File: src/common/rcwl_pkg.sv
// Constants for the reset-cause, watchdog and low-voltage block.
// Assumes a 32-bit APB register bus and a 24-bit program counter.
package rcwl_pkg;
  localparam int PC_W = 24;
  localparam logic [7:0] OFS_CONTROL = 8'h00;
  localparam logic [7:0] OFS_STATUS = 8'h04;
  localparam logic [7:0] OFS_WDOG = 8'h08;
  // Bit positions in reset_cause_control
  localparam int B_POR = 0;
  localparam int B_BROWN = 1;
  localparam int B_IDLE = 2;
  localparam int B_SLEEP = 3;
  localparam int B_WDOG_TO = 4;
  localparam int B_WDOG_EN = 5;
  localparam int B_SOFT_RST = 6;
  localparam int B_PIN_RST = 7;
  localparam int B_LV_SEL_LO = 8;
  localparam int B_LV_EN = 12;
  localparam int B_REF_OK = 13;
  localparam int B_IOP = 14;
  localparam int B_TRAP = 15;
  // Bits software may write; reference-stable is read only
  localparam logic [15:0] CTRL_WMASK = 16'hdfff;
  localparam logic [15:0] CTRL_RESET = 16'h0003;
  // Status register bits
  localparam int S_LVDEV = 0;
  localparam int S_CFGWD = 1;
  localparam int S_WDRUN = 2;
  localparam logic [PC_W-1:0] VEC_RESET = 24'h000000;
  localparam logic [PC_W-1:0] VEC_CLKFAIL = 24'h000004;
  localparam logic [PC_W-1:0] PC_STEP = 24'h000002;
  typedef enum logic [1:0] {PS_RUN, PS_IDLE, PS_SLEEP} rcwl_pstate_type;
endpackage

File: src/hdl/rcwl_reset_cause.sv
// Reset-cause register, restart vector, watchdog, low-voltage detect
// control and power-save state, behind an APB slave.
// Assumes core events are one-cycle pulses on clk; pin and analog
// inputs arrive asynchronously and are synchronised here.
//
// Local design decisions: the register addresses and the APB slave port.
`timescale 1ns/10ps
module rcwl_reset_cause
  import rcwl_pkg::*;
#(
  parameter int WDT_BITS = 8
) (
  input wire logic clk,
  input wire logic rstn,
  input wire logic psel,
  input wire logic penable,
  input wire logic pwrite,
  input wire logic [7:0] paddr,
  input wire logic [31:0] pwdata,
  output logic [31:0] prdata,
  output logic pready,
  output logic pslverr,
  input wire logic brownOut,
  input wire logic extResetPinN,
  input wire logic swResetReq,
  input wire logic trapLockup,
  input wire logic illegalOp,
  input wire logic clockFailTrap,
  input wire logic interruptWake,
  input wire logic [PC_W-1:0] intVector,
  input wire logic [PC_W-1:0] currentPc,
  input wire logic powerSaveExec,
  input wire logic powerSaveSleep,
  input wire logic clearWatchdog,
  input wire logic wdtRcClk,
  input wire logic configWatchdogEnable,
  input wire logic lowVoltageIn,
  input wire logic refStableIn,
  output logic deviceReset,
  output logic pcLoad,
  output logic [PC_W-1:0] pcValue,
  output logic inIdle,
  output logic inSleep,
  output logic lvdEnable,
  output logic [3:0] lvdThreshold
);
  logic [15:0] ctrl_reg;
  logic [15:0] ctrl_next;
  logic lvdEvent_reg;
  logic [WDT_BITS-1:0] wdCount_reg;
  rcwl_pstate_type pstate_reg;
  logic [1:0] pinSync_reg;
  logic [1:0] rcSync_reg;
  logic [1:0] cfgSync_reg;
  logic [1:0] lvSync_reg;
  logic [1:0] refSync_reg;
  logic pinLast_reg;
  logic rcLast_reg;
  logic pinFall;
  logic wdTick;
  logic wdRun;
  logic wdOverflow;
  logic wdReset;
  logic wdWake;
  logic busWr;
  logic busRd;
  logic ctrlWr;
  logic statWr;
  logic mapped;
  logic anyReset;
  logic anyWake;

  // Synchronisers: stage 0 is read only by stage 1
  always_ff @(posedge clk) begin
    if (!rstn) begin
      pinSync_reg <= 2'h3;
      rcSync_reg <= 2'h0;
      cfgSync_reg <= 2'h3;
      lvSync_reg <= 2'h0;
      refSync_reg <= 2'h0;
    end else begin
      pinSync_reg <= {pinSync_reg[0], extResetPinN};
      rcSync_reg <= {rcSync_reg[0], wdtRcClk};
      cfgSync_reg <= {cfgSync_reg[0], configWatchdogEnable};
      lvSync_reg <= {lvSync_reg[0], lowVoltageIn};
      refSync_reg <= {refSync_reg[0], refStableIn};
    end
  end

  always_ff @(posedge clk) begin
    if (!rstn) begin
      pinLast_reg <= 1'b1;
      rcLast_reg <= 1'b0;
    end else begin
      pinLast_reg <= pinSync_reg[1];
      rcLast_reg <= rcSync_reg[1];
    end
  end

  assign pinFall = pinLast_reg & ~pinSync_reg[1];
  assign wdTick = rcSync_reg[1] & ~rcLast_reg;

  assign wdRun = cfgSync_reg[1] | ctrl_reg[B_WDOG_EN];
  assign wdOverflow = wdRun & wdTick & (&wdCount_reg);
  assign wdReset = wdOverflow & (pstate_reg != PS_SLEEP);
  assign wdWake = wdOverflow & (pstate_reg == PS_SLEEP);

  assign anyReset = brownOut | pinFall | wdReset | swResetReq |
                    trapLockup | illegalOp;
  assign anyWake = wdWake | (interruptWake & (pstate_reg != PS_RUN));

  // Watchdog counter; cleared by instruction and by any device reset
  always_ff @(posedge clk) begin
    if (!rstn) begin
      wdCount_reg <= '0;
    end else if (clearWatchdog || anyReset || !wdRun) begin
      wdCount_reg <= '0;
    end else if (wdTick) begin
      wdCount_reg <= wdCount_reg + 1'b1;
    end
  end

  // APB decode: zero wait states, unmapped offsets answer with an error
  assign mapped = (paddr == OFS_CONTROL) || (paddr == OFS_STATUS) ||
                  (paddr == OFS_WDOG);
  assign busWr = psel & penable & pwrite & mapped;
  assign busRd = psel & ~penable & ~pwrite;
  assign ctrlWr = busWr & (paddr == OFS_CONTROL);
  assign statWr = busWr & (paddr == OFS_STATUS);
  assign pready = 1'b1;
  assign pslverr = psel & penable & ~mapped;

  // Cause flags: a bus write lands first, hardware events then override
  always_comb begin
    ctrl_next = ctrl_reg;
    if (ctrlWr) begin
      ctrl_next = (ctrl_reg & ~CTRL_WMASK) | (pwdata[15:0] & CTRL_WMASK);
    end
    if (brownOut) begin
      ctrl_next[B_BROWN] = 1'b1;
      ctrl_next[B_POR] = 1'b0;
    end else if (pinFall) begin
      ctrl_next[B_PIN_RST] = 1'b1;
      ctrl_next[B_WDOG_TO] = 1'b0;
      case (pstate_reg)
        PS_SLEEP: begin
          ctrl_next[B_SLEEP] = 1'b1;
          ctrl_next[B_IDLE] = 1'b0;
        end
        PS_IDLE: begin
          ctrl_next[B_IDLE] = 1'b1;
          ctrl_next[B_SLEEP] = 1'b0;
        end
        default: begin
          ctrl_next[B_SOFT_RST] = 1'b0;
          ctrl_next[B_IDLE] = 1'b0;
          ctrl_next[B_SLEEP] = 1'b0;
        end
      endcase
    end else if (wdReset) begin
      ctrl_next[B_WDOG_TO] = 1'b1;
      ctrl_next[B_PIN_RST] = 1'b0;
      ctrl_next[B_SOFT_RST] = 1'b0;
      ctrl_next[B_IDLE] = 1'b0;
      ctrl_next[B_SLEEP] = 1'b0;
    end else if (swResetReq) begin
      ctrl_next[B_SOFT_RST] = 1'b1;
      ctrl_next[B_PIN_RST] = 1'b0;
      ctrl_next[B_WDOG_TO] = 1'b0;
      ctrl_next[B_IDLE] = 1'b0;
      ctrl_next[B_SLEEP] = 1'b0;
    end else if (trapLockup || illegalOp) begin
      if (trapLockup) begin
        ctrl_next[B_TRAP] = 1'b1;
      end
      if (illegalOp) begin
        ctrl_next[B_IOP] = 1'b1;
      end
    end else if (wdWake) begin
      ctrl_next[B_WDOG_TO] = 1'b1;
      ctrl_next[B_SLEEP] = 1'b1;
    end else if (interruptWake && pstate_reg == PS_SLEEP) begin
      ctrl_next[B_SLEEP] = 1'b1;
    end else if (interruptWake && pstate_reg == PS_IDLE) begin
      ctrl_next[B_IDLE] = 1'b1;
    end
    ctrl_next[B_REF_OK] = refSync_reg[1];
  end

  always_ff @(posedge clk) begin
    if (!rstn) begin
      ctrl_reg <= CTRL_RESET;
    end else begin
      ctrl_reg <= ctrl_next;
    end
  end

  assign lvdThreshold = ctrl_reg[B_LV_SEL_LO +: 4];
  assign lvdEnable = ctrl_reg[B_LV_EN];

  // Low-voltage event: write one clears, a new detection wins
  always_ff @(posedge clk) begin
    if (!rstn) begin
      lvdEvent_reg <= 1'b0;
    end else if (lvdEnable && lvSync_reg[1]) begin
      lvdEvent_reg <= 1'b1;
    end else if (statWr && pwdata[S_LVDEV]) begin
      lvdEvent_reg <= 1'b0;
    end
  end

  // Power-save state; any reset or wake returns to running
  always_ff @(posedge clk) begin
    if (!rstn) begin
      pstate_reg <= PS_RUN;
    end else if (anyReset || anyWake) begin
      pstate_reg <= PS_RUN;
    end else if (powerSaveExec && pstate_reg == PS_RUN) begin
      pstate_reg <= powerSaveSleep ? PS_SLEEP : PS_IDLE;
    end
  end

  assign inIdle = (pstate_reg == PS_IDLE);
  assign inSleep = (pstate_reg == PS_SLEEP);

  // Restart vector: the power-on reset itself loads zero while rstn is low
  always_ff @(posedge clk) begin
    if (!rstn) begin
      deviceReset <= 1'b1;
      pcLoad <= 1'b1;
      pcValue <= VEC_RESET;
    end else begin
      deviceReset <= anyReset;
      pcLoad <= anyReset | anyWake | clockFailTrap;
      if (anyReset) begin
        pcValue <= VEC_RESET;
      end else if (wdWake) begin
        pcValue <= currentPc + PC_STEP;
      end else if (interruptWake && pstate_reg != PS_RUN) begin
        pcValue <= intVector;
      end else if (clockFailTrap) begin
        pcValue <= VEC_CLKFAIL;
      end
    end
  end

  // Read data captured in the setup cycle, since pready never stalls
  always_ff @(posedge clk) begin
    if (!rstn) begin
      prdata <= 32'h00000000;
    end else if (busRd) begin
      case (paddr)
        OFS_CONTROL: prdata <= {16'h0000, ctrl_reg};
        OFS_STATUS: prdata <= {29'h00000000, wdRun, cfgSync_reg[1],
                               lvdEvent_reg};
        OFS_WDOG: prdata <= 32'(wdCount_reg);
        default: prdata <= 32'h00000000;
      endcase
    end
  end

  property p_por_flags;
    @(posedge clk) $rose(rstn) |-> ctrl_reg[B_POR] && ctrl_reg[B_BROWN] &&
      pcLoad && pcValue == VEC_RESET;
  endproperty
  a_por_flags: assert property (p_por_flags)
    else $error("power-on flags or vector wrong");

  property p_bor;
    @(posedge clk) disable iff (!rstn)
      brownOut |=> ctrl_reg[B_BROWN] && !ctrl_reg[B_POR] &&
      ctrl_reg[B_TRAP] == $past(ctrl_reg[B_TRAP]) && deviceReset;
  endproperty
  a_bor: assert property (p_bor)
    else $error("brown-out flags wrong");

  property p_pin_run;
    @(posedge clk) disable iff (!rstn)
      pinFall && !brownOut && pstate_reg == PS_RUN |=>
      ctrl_reg[B_PIN_RST] && !ctrl_reg[B_SOFT_RST] && !ctrl_reg[B_SLEEP] &&
      pcValue == VEC_RESET;
  endproperty
  a_pin_run: assert property (p_pin_run)
    else $error("pin reset flags wrong");

  property p_pin_sleep;
    @(posedge clk) disable iff (!rstn)
      pinFall && !brownOut && pstate_reg == PS_SLEEP |=>
      ctrl_reg[B_PIN_RST] && ctrl_reg[B_SLEEP] && !ctrl_reg[B_IDLE] &&
      ctrl_reg[B_SOFT_RST] == $past(ctrl_reg[B_SOFT_RST]);
  endproperty
  a_pin_sleep: assert property (p_pin_sleep)
    else $error("pin reset in sleep flags wrong");

  property p_sw;
    @(posedge clk) disable iff (!rstn)
      swResetReq && !brownOut && !pinFall && !wdReset |=>
      ctrl_reg[B_SOFT_RST] && !ctrl_reg[B_PIN_RST] && !ctrl_reg[B_WDOG_TO];
  endproperty
  a_sw: assert property (p_sw)
    else $error("software reset flags wrong");

  property p_wdwake;
    @(posedge clk) disable iff (!rstn)
      wdWake && !anyReset |=> pcLoad && !deviceReset &&
      pcValue == $past(currentPc) + PC_STEP && ctrl_reg[B_SLEEP] &&
      ctrl_reg[B_WDOG_TO] && pstate_reg == PS_RUN;
  endproperty
  a_wdwake: assert property (p_wdwake)
    else $error("watchdog wake wrong");

  property p_clkfail;
    @(posedge clk) disable iff (!rstn)
      clockFailTrap && !anyReset && !anyWake && !ctrlWr |=>
      pcValue == VEC_CLKFAIL && $stable(ctrl_reg[15:14]) &&
      $stable(ctrl_reg[7:0]);
  endproperty
  a_clkfail: assert property (p_clkfail)
    else $error("clock failure changed flags or vector");

  property p_wdcount;
    @(posedge clk) disable iff (!rstn)
      wdRun && wdTick && !clearWatchdog && !anyReset && !(&wdCount_reg)
      |=> wdCount_reg == $past(wdCount_reg) + 1'b1;
  endproperty
  a_wdcount: assert property (p_wdcount)
    else $error("watchdog did not count");

  property p_cfgen;
    @(posedge clk) disable iff (!rstn)
      cfgSync_reg[1] && wdTick && !clearWatchdog && !anyReset |=>
      wdCount_reg != $past(wdCount_reg);
  endproperty
  a_cfgen: assert property (p_cfgen)
    else $error("config enable did not force watchdog");

  property p_lvd;
    @(posedge clk) disable iff (!rstn)
      lvdEnable && lvSync_reg[1] |=> lvdEvent_reg;
  endproperty
  a_lvd: assert property (p_lvd)
    else $error("low-voltage event lost");

  property p_psave;
    @(posedge clk) disable iff (!rstn)
      powerSaveExec && pstate_reg == PS_RUN && !anyReset && !anyWake
      |=> inSleep == $past(powerSaveSleep) && inIdle != inSleep;
  endproperty
  a_psave: assert property (p_psave)
    else $error("power-save state wrong");
endmodule

File: config.mk
export PLATFORM = sky130hd
export DESIGN_NAME = rcwl_reset_cause
export DESIGN_NICKNAME = d
export VERILOG_FILES = /design/src/common/rcwl_pkg.sv /design/src/hdl/rcwl_reset_cause.sv
export SDC_FILE = /design/constraint.sdc
export NUM_CORES = 1
export LEC_CHECK = 0
export ABC_AREA = 1
export ABC_CLOCK_PERIOD_IN_PS = 1800
export BUFFER_PORTS_ARGS = -buffer_cell sky130_fd_sc_hd__buf_4
export CAP_MARGIN = 20
export CORE_ASPECT_RATIO = 0.8
export CORE_MARGIN = 2
export CORE_UTILIZATION = 51
export CTS_BUF_LIST = sky130_fd_sc_hd__clkbuf_2
export CTS_CLUSTER_DIAMETER = 100
export DETAILED_ROUTE_END_ITERATION = 16
export GPL_TIMING_DRIVEN = 0
export PLACE_DENSITY = 0.83
export SLEW_MARGIN = 5
export SYNTH_ARGS = -nofsm -noshare
export SYNTH_HDL_FRONTEND = slang
export SYNTH_SLANG_ARGS = --single-unit
File: constraint.sdc
create_clock -name clk -period 1.8 [get_ports clk]
set_input_delay 0.09 -clock clk [delete_from_list [all_inputs] [get_ports clk]]
set_output_delay 0.09 -clock clk [all_outputs]
set_load 0.005 [all_outputs]
* Word level (Yosys, flattened, before mapping)
Cells that the tools add are included.
** Word-level totals
- Bits in registers :: 97
- Input bits :: 107
- Output and inout bits :: 67
- Logic and storage cells :: 114
** Cells by class
- Add/sub/neg operators :: 2
- Equal/unequal tests :: 5
- Mux-type cells :: 33
- Bitwise operators :: 31
- Reductions and logical operators :: 25
** Operator list (number)
- $mux W24 :: 3
- $pmux W16 S3 :: 1
- $add A24 B2 Y24 const B :: 1
- $mux W2 :: 10
- $mux W16 :: 1
- $or A14 B16 Y16 :: 1
- $and A1 B1 Y1 :: 15
- $mux W3 :: 5
- $mux W1 :: 12
- $reduce_or A2 Y1 :: 5
- $or A1 B1 Y1 :: 9
- $add A8 B1 Y8 const B :: 1
- $eq A8 B3 Y1 const B :: 1
- $eq A8 B4 Y1 const B :: 1
- $logic_not A8 Y1 :: 1
- $reduce_and A8 Y1 :: 1
- $logic_and A1 B1 Y1 :: 6
- $logic_or A1 B1 Y1 :: 6
- $not A1 Y1 :: 6
- $reduce_bool A2 Y1 :: 3
- $pmux W2 S2 :: 1
- $reduce_bool A3 Y1 :: 1
- $eq A2 B1 Y1 const B :: 1
- $eq A2 B2 Y1 const B :: 1
- other kinds (3) :: 3

* Depth between registers and ports, before layout
- Word-level depth :: 14
- Depth in mapped cells :: 11
- Mapped depth without buffers :: 11

* Least setup slack after synthesis
No wires, ideal clock.
- Path type :: reg-to-reg
- Start :: reg pstate_reg[0]
- End :: reg pcValue[5]
- Setup time :: 0.117 ns
- Data arrival time :: 1.395 ns
- Required time :: 1.683 ns
- Setup slack :: 0.288 ns
- Cell stages (with the launch flop) :: 10
- Path buffers :: 1
- Period minus slack after synthesis :: 1.512 ns
- Cells stage by stage :: dfxtp_1 inv_1 ha_1 nor2_1 inv_1 nand3_4 inv_2 buf_6 a21oi_1 nor2_1
** Between the ends
- Longest elaborated chain between the ends :: 7
- Elaborated cells on any way between the ends :: 14
- Those cells by class :: 2 x eq/ne; 2 x mux; 6 x bitwise; 4 x reduce/logical
** RTL lines
- from (decl) :: RTL line rcwl_reset_cause.sv:51 : rcwl_pstate_type pstate_reg;
- from (signal assigned) :: RTL line rcwl_reset_cause.sv:219 : pstate_reg <= powerSaveSleep ? PS_SLEEP : PS_IDLE;
- $ne A2 B2 Y1 :: RTL line rcwl_reset_cause.sv:105 : assign wdReset = wdOverflow & (pstate_reg != PS_SLEEP);
- $and A1 B1 Y1 :: RTL line rcwl_reset_cause.sv:105
- $or A1 B1 Y1 (3 in series) :: RTL line rcwl_reset_cause.sv:108 : assign anyReset = brownOut | pinFall | wdReset | swResetReq |
- $or A1 B1 Y1 :: RTL line rcwl_reset_cause.sv:109 : trapLockup | illegalOp;
- $reduce_or A2 Y1 (no line)
- to (signal assigned) :: RTL line rcwl_reset_cause.sv:238 : pcValue <= currentPc + PC_STEP;
- to (signal assigned) :: RTL line rcwl_reset_cause.sv:240 : pcValue <= intVector;
- to (decl) :: RTL line rcwl_reset_cause.sv:41 : output logic [PC_W-1:0] pcValue,
Several ways; a longest one is shown, not always the timed one.
A chain may end at the register's enable or synchronous reset.

* Final worst setup path
- Start :: reg wdCount_reg[0]
- End :: reg pcValue[22]
** Between the ends
- Longest elaborated chain between the ends :: 8
- Elaborated cells on any way between the ends :: 11
- Those cells by class :: 1 x mux; 7 x bitwise; 3 x reduce/logical
** RTL lines
- from (decl) :: RTL line rcwl_reset_cause.sv:50 : logic [WDT_BITS-1:0] wdCount_reg;
- from (signal assigned) :: RTL line rcwl_reset_cause.sv:119 : wdCount_reg <= wdCount_reg + 1'b1;
- $reduce_and A8 Y1 * :: RTL line rcwl_reset_cause.sv:104 : assign wdOverflow = wdRun & wdTick & (&wdCount_reg);
- $and A1 B1 Y1 * :: RTL line rcwl_reset_cause.sv:104
- $and A1 B1 Y1 :: RTL line rcwl_reset_cause.sv:105
- $or A1 B1 Y1 (3 in series) :: RTL line rcwl_reset_cause.sv:108
- $or A1 B1 Y1 :: RTL line rcwl_reset_cause.sv:109
- $reduce_or A2 Y1 (no line)
Mark *: on every way between the ends. The rest lies on a longest branch, timed or not.

==> results_dict.tcl <==
set metrics [dict create \
    min_to "prdata[14]" \
    powerDensity_nw_per_um2 530 \
    fin_nets 1056 \
    leakage_nw 3.35 \
    io_buffer_count 139 \
    hold_depth 4 \
    die_x_um 108 \
    cts_num_sinks 81 \
    core_area_sq_um 8480 \
    tritoncts "done" \
    setup_viol 3 \
    drt_iter0_drc 518 \
    clk_pin_slew_ns 0.25 \
    synth_top_area_cell "dfxtp_1" \
    largest_reg_flops 24 \
    power_frac_seq_pct 49.8 \
    required_ns 2.35 \
    hp-start "penable" \
    slew_violations 0 \
    clock_path_buffers 2 \
    yosysSeqAreaShare_pct 36.5 \
    cp_cell_sequence "ha_2 > nand2_2 > nor2_1 > nand3_1 > nor2_2 > nand2_2 > inv_1 > nand3_1 > a21oi_1" \
    drc 0 \
    final_common_cell "nand2_1" \
    die-area_sq_um 9490 \
    synth_cell_type_count 36 \
    drive_gt1_share_pct 26.7 \
    async_flop_share_pct 0 \
    crit_arrival_ns 2.37 \
    grt_pass1_wl_mm 24.8 \
    r2r_slack_ns -0.03 \
    gp_congestion 0.995 \
    synth-edff-count 0 \
    violations "setup timing" \
    synth_flop_cell "dfxtp_1" \
    power.total_mw 3.69 \
    overflow 0 \
    initial_utilization_pct 52.4 \
    stdcell_area_sq_um 6970 \
    status "finished, violations left" \
    ys_ff_latch 81 \
    dieHeight_um 87.5 \
    pwr-share-clk_pct 32.2 \
    layout_min_cycle_time_ns 1.83 \
    cts-root-buf "clkbuf_2" \
    peakVddDrop_mv 0.641 \
    crit_type "reg2reg" \
    clock_latency_ns 0.60 \
    ys.warnings.count 0 \
    filler_cell_count 560 \
    num_vias 5718 \
    clock.fmax_mhz 548 \
    postRouteAntennaNets 0 \
    reg2reg_from "wdCount_reg[0]" \
    slew_headroom_pct 65.0 \
    wl_mm 16.7 \
    htreeDepth 3 \
    synth_area_leaders "dfxtp_1 (36%), nand2_1 (16%), nand3_1 (6.9%)" \
    rr_endpoint "pcValue[22]" \
    avgSynthCellArea_sq_um 6.61 \
    syn_area_sq_um 4450 \
    dp.cells 939 \
    num_rows 30 \
    r2r_cells 9 \
    cts_buffers 9 \
    areaGrowthSynthToFinish_pct 56.7 \
    grtUsageTotal_pct 33.6 \
    finalCritPeriodShare_pct 101 \
    tns_ns -0.0315 \
    tightestPinTransition_ns 0.525 \
    vias_per_cell 5.38 \
    dpl_worst_slack_ns -0.123 \
    maxCapViolCount 0 \
    drt-pass1-iter-count 8 \
    routedWlPerCell_um 15.7 \
    finalClockSkew_ns 0.0328 \
    swShare_pct 27.7 \
    post-dp-hpwl_mm 10.4 \
    setup_slack_ns -0.0263 \
    placed_area_sq_um 5690 \
    fin_cells 1063 \
    combinationalPowerShare_pct 18.0 \
    grt_pass1_vias 5357 \
    critPathLaunchType "flip-flop" \
    min_path_type "in2reg" \
    grt_max_degree 16 \
    io_pins 174 \
    cp_max_fo 5 \
    p_int_mw 2.67 \
    power.switching_mw 1.02 \
    antenna_found_initial 0 \
    final_cell_mix "nand2_1 (186), buf_4 (175), dlygate4sd3_1 (91)" \
    slowest_stage "dfxtp_4" \
    critPathMaxStageDelay_ns 0.40 \
    end_kind "flip-flop" \
    netlist_instances 673 \
    finalHoldViolations 0 \
    yosys.area.top_type_share_pct 36.5 \
]
==> how the worst max path moves through the flow <==
stage	from	slack, ns	endpoint
6_report	wdCount_reg[0]	-0.03	pcValue[22]
5_1_grt	wdCount_reg[1]	-0.12	pcValue[18]
4_1_cts	paddr[1]	0.02	ctrl_reg[6]
3_5_place_dp	pstate_reg[0]	-0.12	pcValue[8]
3_3_place_gp	pstate_reg[0]	-0.07	pcValue[12]
2_1_floorplan	pstate_reg[0]	0.29	pcValue[5]
==> stage by stage <==
| stage | util, % | hold slack (ns) |
|---|---|---|
| 2_1_floorplan | - | 0.188 |
| 3_5_place_dp | 67.1 | 0.282 |
| 4_1_cts | 79.7 | 0.00161 |
| 3_3_place_gp | 67.1 | 0.271 |
| 5_1_grt | 82.1 | 0.0169 |
| 6_report | 82.1 | 0.00863 |
==> worst max-delay path, delay by kind of cell, from the launching register on <==
family                   cells  cell delay (ns)
AO/OA/AOI/OAI                1             0.15
adder cells (fa/ha/maj)      1             0.18
buffers and inverters        1             0.13
flip-flops                   1             0.40
AND/OR/NAND/NOR              6             0.94
==> cell families (layout without fill, tap and decap cells) <==
logic type,after synthesis,after routing,synth area share [%]
other,2,19,0.169
AND/OR/NAND/NOR,367,367,36.3
flip-flops,81,81,36.5
XOR/XNOR,14,14,2.76
buffers and inverters,118,379,12.6
adder cells (fa/ha/maj),5,5,1.41
AO/OA/AOI/OAI,86,86,10.2
==> timing repair <==
action	CTS	global route
hold buffers	91	0
gates cloned	0	0
resized for setup	6	28
setup buffers	0	15
endpoints found under the setup margin	30	38
hold endpoints to repair	68	0
pin swaps	0	8
==> layer usage <==
metal | vias to the layer above | global-route usage [%] | share of wire (%) | wire [um]
li1 | 2633 | - | - | -
met1 | 2571 | 42.2 | 40 | 6700
met2 | 411 | 53.2 | 45 | 7580
met3 | 103 | 7.51 | 9.1 | 1510
met4 | 0 | 19.9 | 5.4 | 910
met5 | - | 0 | 0 | 0
==> power by group through the flow <==
stage,clock (mW),sequential (mW),combinational (mW)
2_1_floorplan,0,1.87,0.207
3_3_place_gp,0,1.87,0.445
3_5_place_dp,0,1.87,0.452
4_1_cts,1.18,1.84,0.611
5_1_grt,1.26,1.84,0.712
6_report,1.19,1.84,0.664
==> area by class of cell <==
class / instances / area [sq um] / area share, %
repair buffers: 245 / 2080 / 29.9
flip-flops and latches: 81 / 1630 / 23.4
diodes: 2 / 5.00 / 0.0718
plain buffers: 40 / 278 / 3.99
clock buffers: 9 / 45.0 / 0.646
clock inverters: 7 / 101 / 1.45
well taps: 112 / 140 / 2.01
multi-input cells: 489 / 2390 / 34.3
inverters: 78 / 298 / 4.27
==> synthesized netlist by cell type, types with 2 or more instances <==
cell type,instances
xor2_1,12
or2_2,8
o21ai_0,32
nor3_1,2
nand2_2,4
nor2_4,5
o21ai_1,5
inv_1,73
conb_1,2
ha_1,5
buf_6,3
nand2_1,189
xnor2_1,2
dfxtp_1,81
inv_2,5
clkbuf_1,6
nand4_1,6
nand3_1,61
nor2_1,81
buf_4,23
nor2_2,3
a21oi_1,38
nand4_4,2
a31oi_1,6
buf_2,8
Note: power is estimated with default switching activity, not from simulation.
